===== src/design/ltc_map.vh =====
// Purpose: register offsets, reset values and field positions of the limit threshold comparator
// Assumes: register indices are the printed word addresses of the serial register interface
// Notes: thresholds and results share one scale, so codes compare without conversion, except power, which compares against result bits 23-8
// Function
// - shunt over threshold: 16-bit signed read/write, reset 7FFF, compared each shunt result
// - shunt thresholds share the shunt result scale, selected by shunt input range
// - negative shunt over threshold trips at zero volts via signed compare
// - shunt under threshold: 16-bit signed read/write, reset 8000
// - bus thresholds hold unsigned values in bits 14 to 0
// - bus threshold bit 15 reads zero and stores nothing
// - bus over resets to 7FFF, bus under resets to zero
// - temperature threshold is 12-bit signed in bits 15-4, reset 7FF, low nibble zero
// - temperature field compared directly against die temperature result field
// - read-only maker identification register, fixed code, writes ignored
// - decoder maps thresholds to 0C..11 and identification to 3E
// - over-limit flags set when measurement exceeds threshold
// - under-limit flags set when measurement falls below threshold
// - latched flags hold until diagnostic read; transparent flags follow the fault
// - averaged-alert setting picks averaged shunt, bus and temperature results, otherwise raw results; power has only one source
`ifndef LTC_MAP_VH
`define LTC_MAP_VH
`define LTC_ADDR_SHUNT_OVER   8'h0C
`define LTC_ADDR_SHUNT_UNDER  8'h0D
`define LTC_ADDR_BUS_OVER     8'h0E
`define LTC_ADDR_BUS_UNDER    8'h0F
`define LTC_ADDR_TEMP_OVER    8'h10
`define LTC_ADDR_POWER_OVER   8'h11
`define LTC_ADDR_MAKER_ID     8'h3E
`define LTC_RST_SHUNT_OVER    16'h7FFF
`define LTC_RST_SHUNT_UNDER   16'h8000
`define LTC_RST_BUS_OVER      15'h7FFF
`define LTC_RST_BUS_UNDER     15'h0000
`define LTC_RST_TEMP_OVER     12'h7FF
`define LTC_RST_POWER_OVER    16'hFFFF
// arbitrary neutral identification value
`define LTC_MAKER_CODE        16'h4E58
`define LTC_TEMP_LSB          4
`define LTC_POWER_SHIFT       8
`define LTC_FLAG_TEMP_OVER    5
`define LTC_FLAG_SHUNT_OVER   4
`define LTC_FLAG_SHUNT_UNDER  3
`define LTC_FLAG_BUS_OVER     2
`define LTC_FLAG_BUS_UNDER    1
`define LTC_FLAG_POWER_OVER   0
`define LTC_NFLAGS            6
`endif


===== src/design/ltc_flag.v =====
// Purpose: one diagnostic limit flag, latched or transparent
// Assumes: check_i pulses once per completed comparison
// Notes: set beats the clear from a diagnostic read in the same cycle
`timescale 1ns/1ps
module ltc_flag (
	input  wire clock_i,
	input  wire rst_n_i,
	input  wire check_i,
	input  wire fault_i,
	input  wire latch_i,
	input  wire diag_read_i,
	output reg  flag_o
);
	always @(posedge clock_i) begin
		if (!rst_n_i) begin
			flag_o <= 1'b0;
		end else if (check_i && fault_i) begin
			flag_o <= 1'b1;
		end else if (latch_i) begin
			if (diag_read_i) begin
				flag_o <= 1'b0;
			end
		end else if (check_i) begin
			flag_o <= 1'b0;
		end
	end
endmodule // ltc_flag


===== src/design/ltc_limit_threshold_comparator.v =====
// Purpose: alert limit registers and threshold comparison of a power monitor
// Assumes: register port comes from the serial interface on the same clock; results arrive
//          from the measurement engine on the same clock, each with a one-cycle valid pulse
// Notes: flags go out as level outputs; the full diagnostic register lives elsewhere
`timescale 1ns/1ps
`include "ltc_map.vh"
module ltc_limit_threshold_comparator (
	input  wire        clock_i,
	input  wire        rst_n_i,
	input  wire [7:0]  reg_addr_i,
	input  wire        reg_wr_i,
	input  wire [15:0] reg_wdata_i,
	input  wire        reg_rd_i,
	output reg  [15:0] reg_rdata_o,
	output reg         reg_hit_o,
	input  wire        alert_latch_enable_i,
	input  wire        alert_on_average_i,
	input  wire        diag_read_i,
	input  wire [15:0] shunt_raw_i,
	input  wire        shunt_raw_valid_i,
	input  wire [15:0] shunt_avg_i,
	input  wire        shunt_avg_valid_i,
	input  wire [15:0] bus_raw_i,
	input  wire        bus_raw_valid_i,
	input  wire [15:0] bus_avg_i,
	input  wire        bus_avg_valid_i,
	input  wire [11:0] temp_raw_i,
	input  wire        temp_raw_valid_i,
	input  wire [11:0] temp_avg_i,
	input  wire        temp_avg_valid_i,
	input  wire [23:0] power_i,
	input  wire        power_valid_i,
	output wire        shunt_over_flag_o,
	output wire        shunt_under_flag_o,
	output wire        bus_over_flag_o,
	output wire        bus_under_flag_o,
	output wire        temp_over_flag_o,
	output wire        power_over_flag_o
);
	reg  [15:0] shunt_over_threshold;
	reg  [15:0] shunt_under_threshold;
	reg  [14:0] bus_over_threshold;
	reg  [14:0] bus_under_threshold;
	reg  [11:0] temp_threshold_field;
	reg  [15:0] power_over_field;
	reg  [15:0] next_rdata;
	reg         next_hit;
	reg         sel_shunt_over;
	reg         sel_shunt_under;
	reg         sel_bus_over;
	reg         sel_bus_under;
	reg         sel_temp_over;
	reg         sel_power_over;
	reg         sel_maker_id;
	wire [15:0] shunt_sel;
	wire [15:0] bus_sel;
	wire [11:0] temp_sel;
	wire        shunt_chk;
	wire        bus_chk;
	wire        temp_chk;
	wire [15:0] power_top;
	wire [`LTC_NFLAGS-1:0] chk;
	wire [`LTC_NFLAGS-1:0] fault;
	wire [`LTC_NFLAGS-1:0] flags;

	// one address decode feeds both the write and the read path, so they cannot disagree
	// unmapped addresses leave every select low
	always @* begin
		sel_shunt_over  = 1'b0;
		sel_shunt_under = 1'b0;
		sel_bus_over    = 1'b0;
		sel_bus_under   = 1'b0;
		sel_temp_over   = 1'b0;
		sel_power_over  = 1'b0;
		sel_maker_id    = 1'b0;
		if (reg_addr_i == `LTC_ADDR_SHUNT_OVER) begin
			sel_shunt_over = 1'b1;
		end else if (reg_addr_i == `LTC_ADDR_SHUNT_UNDER) begin
			sel_shunt_under = 1'b1;
		end else if (reg_addr_i == `LTC_ADDR_BUS_OVER) begin
			sel_bus_over = 1'b1;
		end else if (reg_addr_i == `LTC_ADDR_BUS_UNDER) begin
			sel_bus_under = 1'b1;
		end else if (reg_addr_i == `LTC_ADDR_TEMP_OVER) begin
			sel_temp_over = 1'b1;
		end else if (reg_addr_i == `LTC_ADDR_POWER_OVER) begin
			sel_power_over = 1'b1;
		end else if (reg_addr_i == `LTC_ADDR_MAKER_ID) begin
			sel_maker_id = 1'b1;
		end
	end

	// register writes; a write lands before the next result pulse is compared
	// one process per threshold keeps each reset value next to its own storage
	always @(posedge clock_i) begin
		if (!rst_n_i) begin
			shunt_over_threshold <= `LTC_RST_SHUNT_OVER;
		end else if (reg_wr_i && sel_shunt_over) begin
			shunt_over_threshold <= reg_wdata_i;
		end
	end

	always @(posedge clock_i) begin
		if (!rst_n_i) begin
			shunt_under_threshold <= `LTC_RST_SHUNT_UNDER;
		end else if (reg_wr_i && sel_shunt_under) begin
			shunt_under_threshold <= reg_wdata_i;
		end
	end

	always @(posedge clock_i) begin
		if (!rst_n_i) begin
			bus_over_threshold <= `LTC_RST_BUS_OVER;
		end else if (reg_wr_i && sel_bus_over) begin
			bus_over_threshold <= reg_wdata_i[14:0];
		end
	end

	always @(posedge clock_i) begin
		if (!rst_n_i) begin
			bus_under_threshold <= `LTC_RST_BUS_UNDER;
		end else if (reg_wr_i && sel_bus_under) begin
			bus_under_threshold <= reg_wdata_i[14:0];
		end
	end

	always @(posedge clock_i) begin
		if (!rst_n_i) begin
			temp_threshold_field <= `LTC_RST_TEMP_OVER;
		end else if (reg_wr_i && sel_temp_over) begin
			temp_threshold_field <= reg_wdata_i[15:`LTC_TEMP_LSB];
		end
	end

	always @(posedge clock_i) begin
		if (!rst_n_i) begin
			power_over_field <= `LTC_RST_POWER_OVER;
		end else if (reg_wr_i && sel_power_over) begin
			power_over_field <= reg_wdata_i;
		end
	end
	// the identification word has no storage, so a write to it is dropped

	// read decode; unmapped addresses return zero with reg_hit_o low
	always @* begin
		next_rdata = 16'h0000;
		next_hit   = 1'b1;
		if (sel_shunt_over) begin
			next_rdata = shunt_over_threshold;
		end else if (sel_shunt_under) begin
			next_rdata = shunt_under_threshold;
		end else if (sel_bus_over) begin
			next_rdata = {1'b0, bus_over_threshold};
		end else if (sel_bus_under) begin
			next_rdata = {1'b0, bus_under_threshold};
		end else if (sel_temp_over) begin
			next_rdata = {temp_threshold_field, 4'h0};
		end else if (sel_power_over) begin
			next_rdata = power_over_field;
		end else if (sel_maker_id) begin
			next_rdata = `LTC_MAKER_CODE;
		end else begin
			next_hit = 1'b0;
		end
	end

	always @(posedge clock_i) begin
		if (!rst_n_i) begin
			reg_rdata_o <= 16'h0000;
			reg_hit_o   <= 1'b0;
		end else if (reg_rd_i) begin
			reg_rdata_o <= next_rdata;
			reg_hit_o   <= next_hit;
		end
	end

	// result source: averaged or raw, each with its own completion pulse
	assign shunt_sel = alert_on_average_i ? shunt_avg_i : shunt_raw_i;
	assign shunt_chk = alert_on_average_i ? shunt_avg_valid_i : shunt_raw_valid_i;
	assign bus_sel   = alert_on_average_i ? bus_avg_i : bus_raw_i;
	assign bus_chk   = alert_on_average_i ? bus_avg_valid_i : bus_raw_valid_i;
	assign temp_sel  = alert_on_average_i ? temp_avg_i : temp_raw_i;
	assign temp_chk  = alert_on_average_i ? temp_avg_valid_i : temp_raw_valid_i;
	// scale is shared by threshold and result in either range, so codes compare as-is
	assign power_top = power_i[23:`LTC_POWER_SHIFT];

	assign chk[`LTC_FLAG_SHUNT_OVER]  = shunt_chk;
	assign chk[`LTC_FLAG_SHUNT_UNDER] = shunt_chk;
	assign chk[`LTC_FLAG_BUS_OVER]    = bus_chk;
	assign chk[`LTC_FLAG_BUS_UNDER]   = bus_chk;
	assign chk[`LTC_FLAG_TEMP_OVER]   = temp_chk;
	assign chk[`LTC_FLAG_POWER_OVER]  = power_valid_i;

	// signed compare so a negative over threshold trips at zero
	assign fault[`LTC_FLAG_SHUNT_OVER] =
		$signed(shunt_sel) > $signed(shunt_over_threshold);
	assign fault[`LTC_FLAG_SHUNT_UNDER] =
		$signed(shunt_sel) < $signed(shunt_under_threshold);
	assign fault[`LTC_FLAG_BUS_OVER]  = bus_sel > {1'b0, bus_over_threshold};
	assign fault[`LTC_FLAG_BUS_UNDER] = bus_sel < {1'b0, bus_under_threshold};
	assign fault[`LTC_FLAG_TEMP_OVER] =
		$signed(temp_sel) > $signed(temp_threshold_field);
	assign fault[`LTC_FLAG_POWER_OVER] = power_top > power_over_field;

	genvar gi;
	generate
		for (gi = 0; gi < `LTC_NFLAGS; gi = gi + 1) begin : g_flag
			ltc_flag u_flag (
				.clock_i     (clock_i),
				.rst_n_i     (rst_n_i),
				.check_i     (chk[gi]),
				.fault_i     (fault[gi]),
				.latch_i     (alert_latch_enable_i),
				.diag_read_i (diag_read_i),
				.flag_o      (flags[gi])
			);
		end
	endgenerate

	assign shunt_over_flag_o  = flags[`LTC_FLAG_SHUNT_OVER];
	assign shunt_under_flag_o = flags[`LTC_FLAG_SHUNT_UNDER];
	assign bus_over_flag_o    = flags[`LTC_FLAG_BUS_OVER];
	assign bus_under_flag_o   = flags[`LTC_FLAG_BUS_UNDER];
	assign temp_over_flag_o   = flags[`LTC_FLAG_TEMP_OVER];
	assign power_over_flag_o  = flags[`LTC_FLAG_POWER_OVER];
endmodule // ltc_limit_threshold_comparator


===== config.mk =====
export PLATFORM = sky130hd
export DESIGN_NAME = ltc_limit_threshold_comparator
export DESIGN_NICKNAME = d
export VERILOG_FILES = /design/src/design/ltc_flag.v /design/src/design/ltc_limit_threshold_comparator.v
export VERILOG_INCLUDE_DIRS = /design/src /design/src/design
export SDC_FILE = /design/constraint.sdc
export NUM_CORES = 1
export LEC_CHECK = 0
export BUFFER_PORTS_ARGS = -buffer_cell sky130_fd_sc_hd__buf_2
export CAP_MARGIN = 5
export CORE_ASPECT_RATIO = 1.25
export CORE_MARGIN = 1.5
export CORE_UTILIZATION = 50
export CTS_CLUSTER_SIZE = 12
export DETAILED_ROUTE_END_ITERATION = 12
export PLACE_DENSITY_LB_ADDON = 0.08
export SKIP_CTS_REPAIR_TIMING = 1
export SYNTH_ARGS = -nofsm -noshare
export SYNTH_HDL_FRONTEND = slang
export SYNTH_SLANG_ARGS = --single-unit

===== constraint.sdc =====
create_clock -name clock_i -period 3.3 [get_ports clock_i]
set_clock_uncertainty 0.05 [all_clocks]
set_input_delay 0 -clock clock_i [delete_from_list [all_inputs] [get_ports clock_i]]
set_output_delay 0 -clock clock_i [all_outputs]
set_load 0.005 [all_outputs]

Yosys cells after proc, flatten, opt, wreduce, memory -nomap -nowiden
Cells that the tools add are included.
Widths: inputs -> output; s select.
- bits in writable memories: 0
- memories: 0
- output and inout bits: 23
- memory bits (read-only): 0
- logic and storage cells: 120
- bits in latches: 0
- input bits: 150
- register bits: 113
- bitwise logic cells: 0
- shifts and indexed selects: 0
- reduce and logical (&&, ||, !) cells: 24
- $mul: 0
- divide/modulo/power cells: 0
- magnitude comparators: 6
- add/sub/neg operators: 0
- muxes and demuxes: 63
- eq/ne operators: 13
- operator list (cell ; count):
    $mux 16 ; 8
    $mux 1 ; 53
    $eq 8x4->1 const B ; 4
    $gt 16x16->1 ; 2
    $ne 3x1->1 const B ; 6
    $reduce_bool 3->1 ; 6
    $eq 8x5->1 const B ; 2
    $gt 16x15->1 ; 1
    $lt 16x15->1 ; 1
    $lt 16x16->1 ; 1
    $mux 15 ; 1
    $gt 12x12->1 ; 1
    $logic_and 1x1->1 ; 12
    $mux 12 ; 1
    $reduce_and 2->1 ; 6
    $eq 8x6->1 const B ; 1

Longest topological paths before layout
Gate-level depths: netlist of the first run.
- word-level depth: 15
- mapped depth: 9
- depth with buffers taken out: 7

Hierarchy
A second synthesis of the first run with hierarchy kept.
- cells, all modules: 898
- area, all modules: 7853.8 µm²
- by module, submodules not included (module ; cells each ; sequential area each (µm²) ; instances ; area an instance (µm²)):
    ltc_limit_threshold_comparator ; 868 ; 2142.1 ; 1 ; 7538.5
    ltc_flag ; 5 ; 20.0 ; 6 ; 52.6

Worst setup path before layout of the first run
OpenSTA, ideal clock, no wires.
- kind: in2reg
- from: input port alert_on_average_i
- to: register g_flag[1].u_flag.flag_o
- cell stages on the path: 8
- path slack: 1157 ps
- required time: 3163 ps
- path buffers: 2
- setup time: 87 ps
- arrival time: 2006 ps
- path through: buf_2 buf_1 mux2_2 ha_1 a21o_1 a2111oi_0 a31oi_1 o31ai_1
- cells in the longest elaborated chain, start to end: 5
- elaborated cells between the ends (all ways): 8
- those cells by class: order compare (1); eq/ne (1); mux (3); reduce/logical (3)
- ends and longest elaborated chain (element ; RTL line ; RTL):
    start, declared ; ltc_limit_threshold_comparator.v:17 ; input wire alert_on_average_i,
    $mux 16 ; ltc_limit_threshold_comparator.v:180 ; assign bus_sel = alert_on_average_i ? bus_avg_i : bus_raw_i;
    $lt 16x15->1 ; ltc_limit_threshold_comparator.v:200 ; assign fault[`LTC_FLAG_BUS_UNDER] = bus_sel < {1'b0, bus_under_threshold};
    $logic_and 1x1->1 ; ltc_flag.v:17 ; end else if (check_i && fault_i) begin
    $ne 3x1->1 (no line) or $reduce_bool 3->1 (tied branches) ; - ;
    $reduce_and 2->1 (no line) ; - ;
    end signal, assigned ; ltc_flag.v:16 ; flag_o <= 1'b0;
    end signal, assigned ; ltc_flag.v:18 ; flag_o <= 1'b1;
    end signal, assigned ; ltc_flag.v:21 ; flag_o <= 1'b0;
    end, declared ; ltc_flag.v:12 ; output reg flag_o
Several ways; a longest one is shown, not always the timed one.
A chain may end at the register's enable or synchronous reset.

Worst setup path in the final report of the first run
- from: input port alert_on_average_i
- to: register g_flag[2].u_flag.flag_o
- cells in the longest elaborated chain, start to end: 5
- elaborated cells between the ends (all ways): 8
- those cells by class: order compare (1); eq/ne (1); mux (3); reduce/logical (3)
- ends and longest elaborated chain (element ; RTL line ; RTL):
    $mux 16 ; ltc_limit_threshold_comparator.v:180 ;
    $gt 16x15->1 ; ltc_limit_threshold_comparator.v:199 ; assign fault[`LTC_FLAG_BUS_OVER] = bus_sel > {1'b0, bus_over_threshold};
    $logic_and 1x1->1 ; ltc_flag.v:17 ;
    $ne 3x1->1 (no line) or $reduce_bool 3->1 (tied branches) ; - ;
    $reduce_and 2->1 (no line) ; - ;
    end signal, assigned ; ltc_flag.v:16 ;
    end signal, assigned ; ltc_flag.v:18 ;
    end signal, assigned ; ltc_flag.v:21 ;
    end, declared ; ltc_flag.v:12 ;
Several ways; a longest one is shown, not always the timed one.

==> flow_metrics.tcl, run 1 <==
set metrics [dict create \
    syn_to_final_growth_pct 21.5 \
    final.period_utilization_pct 67.8 \
    synthCells 922 \
    fin_ws_ns 1.06 \
    drive_gt1_share_pct 27.4 \
    leakagePower_uw 0.00459 \
    final.setup.tns_ns 0 \
    finalPower_uw 3940 \
    ant_nets 0 \
    clk_latency_ns 0.41 \
    synth_flop_cell "dfxtp_1" \
    relSlewSlack_pct 31.6 \
    grt_usage_pct 28.5 \
    globalplace.congestion 0.859 \
    ir_drop_v 0.000313 \
    ys_types 68 \
    wl_met2_um 11800 \
    dp_hpwl_um 18100 \
    synthesis.nets 1160 \
    cts_made_buffers 17 \
    synth.avg_cell_area_um2 8.65 \
    drc_errors 0 \
    arrival_ns 2.48 \
    antenna_found_initial 0 \
    post_drt_via_cell_ratio 5.57 \
    yosysSeqAreaShare_pct 28.4 \
    period_needed_ns 2.24 \
    ios 173 \
    maxCapViolCount 0 \
    power_density_nw_per_um2 406 \
    die_x_um 116 \
    rsz0062_at_grt "false" \
    die_y_um 144 \
    wl_per_cell_um 18.2 \
    crit_type "in -> reg" \
    outcome "finished with violations" \
    htree_levels 4 \
    drt_iter0_drc 372 \
    hp-class "in -> reg" \
    ys.warnings.count 0 \
    grt_max_degree 65 \
    holdWs_ns -0.00173 \
    cts.sinks 113 \
    dieArea_um2 16700 \
    end_kind "register" \
    coreArea_um2 15600 \
    row_count 51 \
    postSynth.asyncResetShare_pct 0 \
    hold_viol 1 \
    dr_wl_met3_um 1080 \
    place_ws_ns 0.626 \
    top_layer "met4" \
    grt_first_pass_wirelength_um 35600 \
    routedLengthMet1_um 10200 \
    start_util_pct 51.2 \
    clockBufferDepth 2 \
    cts_root_buffer "clkbuf_16" \
    cts_tree "yes" \
    nFillCells 1436 \
    tightestPinTransition_ns 1.03 \
    ys_ff_latch 113 \
    start_kind "input pin" \
    io_buffer_count 164 \
    diodes 0 \
    drt-total-wl_um 23800 \
    fin_nets 1320 \
    grt_pass1_vias 6689 \
    finalSetupViolations 0 \
    critical_path.max_fanout 45 \
    grt-ovfl-total 0 \
    required_ns 3.54 \
    cts.reportedPaths.clkPinSlew_ns 0.05 \
    fmax_mhz 447 \
    vias 7283 \
    netlist_area_um2 7980 \
    slew_violations 0 \
    synth-edff-count 0 \
    first_pass_iters 5 \
    violations "negative hold slack" \
]
## power by group
part	total [µW]	switching, µW	internal [µW]
sequential	1390	8.90	1380
clock	2030	642	1390
combinational	513	273	240
## cells in the final DEF, fill, tap and decap left out, drive strengths merged, types with 20 or more instances in the layout
| cell | n |
|---|---|
| nand3 | 31 |
| inv | 99 |
| o211ai | 73 |
| dlygate4sd3 | 20 |
| nor2b | 34 |
| mux2i | 41 |
| buf | 176 |
| clkbuf | 21 |
| ha | 88 |
| o21ai | 38 |
| nor2 | 23 |
| dfxtp | 113 |
| nand2 | 104 |
| mux2 | 52 |
| a21oi | 36 |
## worst paths after layout
check	start	end	slack (ns)	cells past startpoint
min	power_valid_i	g_flag[0].u_flag.flag_o	-0.002	4
max reg2reg	temp_threshold_field[3]	g_flag[5].u_flag.flag_o	1.46	6
max	alert_on_average_i	g_flag[2].u_flag.flag_o	1.06	8
min reg2reg	temp_threshold_field[11]	temp_threshold_field[11]	0.41	2
## synthesized netlist by cell type, types with 3 or more instances
cell type	count	area share, %
nor2_1	21	0.99
inv_1	99	4.7
a22oi_1	3	0.28
o2111a_1	3	0.42
nand4b_1	6	0.66
nand4_1	7	0.55
nand2_2	14	1.1
nand3b_1	6	0.56
mux2_2	52	7.3
a221oi_1	5	0.55
o21ai_1	4	0.25
buf_1	4	0.19
nand3_1	30	1.9
clkbuf_1	22	1.0
nor4_1	3	0.24
o211ai_2	15	2.4
dfxtp_1	113	28
buf_2	13	0.82
o22ai_1	16	1.3
and3_1	5	0.39
nor3_1	8	0.50
buf_4	8	0.75
a2111oi_0	3	0.33
a21oi_1	36	2.3
o21ai_0	34	2.1
clkbuf_8	3	0.52
a21o_1	6	0.56
o21a_1	5	0.47
nor2b_1	34	2.7
a211oi_1	9	0.85
o221ai_1	6	0.66
nand2_1	90	4.2
ha_1	88	14
o211ai_1	58	5.5
a31oi_1	8	0.63
mux2i_1	41	5.1
## layer usage
layer	up-vias	track usage (%)
li1	3656	-
met3	33	4.32
met5	-	0
met2	214	49.2
met1	3380	35.3
met4	0	11.8
## state kept, by name (all words and copies together), names as in the netlist
| register | count |
|---|---|
| bus_over_threshold | 15 |
| bus_under_threshold | 15 |
| g_flag.u_flag.flag_o | 6 |
| power_over_field | 16 |
| reg_hit_o | 1 |
| reg_rdata_o | 16 |
| shunt_over_threshold | 16 |
| shunt_under_threshold | 16 |
| temp_threshold_field | 12 |
## cells by family (layout without fill, tap and decap cells)
logic type / after synthesis / in the layout / synth area share (%)
AOI/OAI and AO/OA: 231 / 231 / 20.6
muxes: 93 / 93 / 12.5
DFF: 113 / 113 / 28.4
buffers and inverters: 154 / 327 / 8.74
adders and majority gates: 88 / 88 / 13.8
and+or+nand+nor: 243 / 243 / 16.0
## worst max-delay path, cell delays in order
cell	delay, ns
buf_2	0.76
mux2_2	0.44
ha_1	0.29
a211oi_1	0.22
o21ai_0	0.13
a211oi_1	0.35
o31a_1	0.19
o21ai_0	0.08
## stage by stage
stage                     cell area [µm²]  util, %  instances
after floorplan                      7980        -        922
final                                9690     62.2       1307
after global routing                 9690     62.2       1307
after global placement               8830     56.7       1255
after detailed placement             8830     56.7       1255
after CTS                            9490     60.9       1287
## final cells by class
class | count | area, µm² | area share [%]
clock buffers | 21 | 470 | 4.86
clock inverters | 11 | 183 | 1.89
inverters | 99 | 372 | 3.84
multi-input cells | 655 | 5020 | 51.8
flip-flops and latches | 113 | 2260 | 23.4
well taps | 212 | 265 | 2.74
repair buffers | 196 | 1110 | 11.5
Power figures use the tool's default switching activity.
==> run 2, diff against run 1 <==
--- a/config.mk
+++ b/config.mk
@@ -6,6 +6,7 @@
 export SDC_FILE = /design/constraint.sdc
 export NUM_CORES = 1
 export LEC_CHECK = 0
+export ABC_AREA = 1
 export BUFFER_PORTS_ARGS = -buffer_cell sky130_fd_sc_hd__buf_2
 export CAP_MARGIN = 5
 export CORE_ASPECT_RATIO = 1.25
==> constraint.sdc (replaced) <==
create_clock -name clock_i -period 1.9 [get_ports clock_i]
set_clock_uncertainty 0.05 [all_clocks]
set_input_delay 0 -clock clock_i [delete_from_list [all_inputs] [get_ports clock_i]]
set_output_delay 0 -clock clock_i [all_outputs]
set_load 0.005 [all_outputs]
==> flow_metrics.tcl, run 2 <==
set metrics [dict create \
    grt-ovfl-total 0 \
    fmax_mhz 539 \
    critical_path.max_fanout 3 \
    ant_nets 0 \
    ys.warnings.count 0 \
    globalplace.congestion 0.861 \
    start_kind "register" \
    relSlewSlack_pct 47.8 \
    cts.sinks 113 \
    cp_slowest_cell "nor4_2" \
    violations "negative hold slack" \
    ys_types 40 \
    multiInputGateArea_um2 4490 \
    grt_pass1_vias 6862 \
    regToRegSetupSlack_ns 0.05 \
    layout_commonest_cell "nand2_1" \
    synth_flop_cell "dfxtp_1" \
    ff2ff_path_depth 10 \
    outcome "finished with violations" \
    finalPower_uw 6130 \
    arrival_ns 2.10 \
    post-synth-top-area-cell "dfxtp_1" \
    reg2reg_to "g_flag[4].u_flag.flag_o" \
    ir_drop_v 0.000379 \
    end_kind "register" \
    clockBufferDepth 2 \
    synthesis.nets 1323 \
    synth_commonest_cells "nand2_1, inv_1, a21oi_1" \
    hp-class "in -> reg" \
    grt_first_pass_wirelength_um 33200 \
    yosys-top-cells-area "dfxtp_1, nand2_1, ha_1, a21oi_1, inv_1" \
    maxCapViolCount 0 \
    slew_violations 0 \
    grt_usage_pct 26.7 \
    cts.reportedPaths.clkPinSlew_ns 0.06 \
    dp_hpwl_um 16600 \
    die_y_um 139 \
    io_buffer_count 164 \
    ios 173 \
    fin_nets 1510 \
    syn_to_final_growth_pct 25.9 \
    p_switching_uw 1570 \
    power_frac_clock_pct 47.5 \
    comb_power_share_pct 13.5 \
    slowest_delay_ns 0.37 \
    period_needed_ns 1.85 \
    coreArea_um2 14400 \
    critPathBufInv 2 \
    cp_top_family "simple AND/OR/NAND/NOR gates" \
    grt_max_degree 78 \
    worstHoldPathCells 5 \
    row_count 49 \
    leakagePower_uw 0.00489 \
    cts_root_buffer "clkbuf_16" \
    cts_made_buffers 17 \
    vias 7700 \
    drt-total-wl_um 21300 \
    sequentialPowerShare_pct 39.1 \
    power_density_nw_per_um2 658 \
    rsz0062_at_grt "true" \
    utilization_pct 64.7 \
    wl_per_cell_um 14.5 \
    first_pass_iters 5 \
    r2r_start "shunt_over_threshold[9]" \
    cpMostUsedCell "a21oi_1" \
    p_int_uw 4560 \
    clk_latency_ns 0.41 \
    drc_errors 0 \
    path_cells "inv_2, ha_4, nand2_1, nor2_1, nand4_1, nor4_2, buf_4, a21oi_1, nand3_1, a21oi_1" \
    hold_viol 1 \
    nFillCells 1372 \
    synth-edff-count 0 \
    synth_top_area_share_pct 30.5 \
    drt_iter0_drc 451 \
    die_x_um 112 \
    min_from "temp_raw_valid_i" \
    drive_gt1_share_pct 20.1 \
    synth.avg_cell_area_um2 6.83 \
    htree_levels 4 \
    tightestPinTransition_ns 0.783 \
    finalSetupViolations 0 \
    crit_type "reg -> reg" \
    final_cell_mix "nand2_1, buf_2, inv_1, a21oi_1, dfxtp_1" \
    final.period_utilization_pct 97.6 \
    required_ns 2.14 \
    cts_tree "yes" \
    switching_share_pct 25.7 \
    diodes 0 \
    holdWs_ns -0.0293 \
    min_to "g_flag[5].u_flag.flag_o" \
    antenna_found_initial 0 \
    yosysSeqAreaShare_pct 30.5 \
    dieArea_um2 15600 \
    ys_ff_latch 113 \
    post_drt_via_cell_ratio 5.26 \
    seqCellArea_um2 2270 \
    netlist_area_um2 7410 \
    synthCells 1085 \
    postSynth.asyncResetShare_pct 0 \
    start_util_pct 51.4 \
    synth.most_common_cell "nand2_1" \
]
==> run 2: cell types whose count changed in the layout (fill, tap and decap cells not counted), moves of 28 or more <==
cell	before	now
a21oi_1	36	123
mux2_2	52	0
mux2i_1	41	1
nand2_1	90	313
nor2_1	21	49
nor2b_1	34	0
o21ai_0	34	78
==> run 2: worst register-to-register path: cells and delay by family, from the launching register on <==
kind | cells | cell delay, ns
AND/OR/NAND/NOR | 5 | 0.78
adder cells (fa/ha/maj) | 1 | 0.26
flip-flops | 1 | 0.32
buffers and inverters | 2 | 0.24
AO/OA/AOI/OAI | 2 | 0.10
==> run 2: worst max-delay path by stage <==
stage | slack [ns] | to | depth (start not counted) | from
5_1_grt | -0.03 | g_flag[4].u_flag.flag_o | 10 | shunt_over_threshold[9]
2_1_floorplan | 0.16 | g_flag[3].u_flag.flag_o | 13 | alert_on_average_i
3_3_place_gp | -0.11 | g_flag[4].u_flag.flag_o | 14 | alert_on_average_i
3_5_place_dp | -0.1 | g_flag[4].u_flag.flag_o | 14 | alert_on_average_i
6_report | 0.05 | g_flag[4].u_flag.flag_o | 10 | shunt_over_threshold[9]
4_1_cts | -0.02 | g_flag[4].u_flag.flag_o | 10 | shunt_over_threshold[15]
==> run 2: kinds of logic after synthesis <==
family / count (synthesis) / share of synthesized area, %
compound gates: 270 / 20.3
fa+ha+maj: 88 / 14.9
buf+inv: 184 / 9.93
flops: 113 / 30.5
mux: 1 / 0.135
simple gates: 429 / 24.2
==> run 2: area by class of cell <==
cell class	count	share of cell area, %
tap	178	2.39
clock inverter	11	0.966
inverter	139	5.62
sequential	113	24.3
timing repair buffer	213	13.7
clock buffer	21	4.83
multi-input combinational	788	48.1
==> run 2: stage by stage <==
stage	instances	instance area [µm²]	worst slack, ns	setup TNS (ns)
final	1463	9320	0.0460	0
after global routing	1463	9320	-0.0254	-0.0254
after CTS	1440	9010	-0.0246	-0.0246
after detailed placement	1408	8470	-0.0955	-0.0955
after global placement	1408	8470	-0.111	-0.111
after floorplan	1085	7410	0.163	0
==> run 2: layer usage <==
| metal | wire length [µm] | global-route usage (%) | part of all wire [%] |
|---|---|---|---|
| met1 | 9200 | 33.7 | 43 |
| met2 | 10400 | 45.9 | 49 |
| met3 | 1040 | 3.89 | 4.9 |
| met4 | 590 | 10.3 | 2.8 |
| met5 | 0 | 0 | 0 |
==> run 2: power by group through the flow <==
stage / clock (µW) / combinational (µW) / sequential (µW)
6_report: 2910 / 826 / 2400
5_1_grt: 3050 / 936 / 2400
4_1_cts: 2950 / 779 / 2400
3_5_place_dp: 0 / 774 / 2450
3_3_place_gp: 0 / 765 / 2450
2_1_floorplan: 0 / 433 / 2450
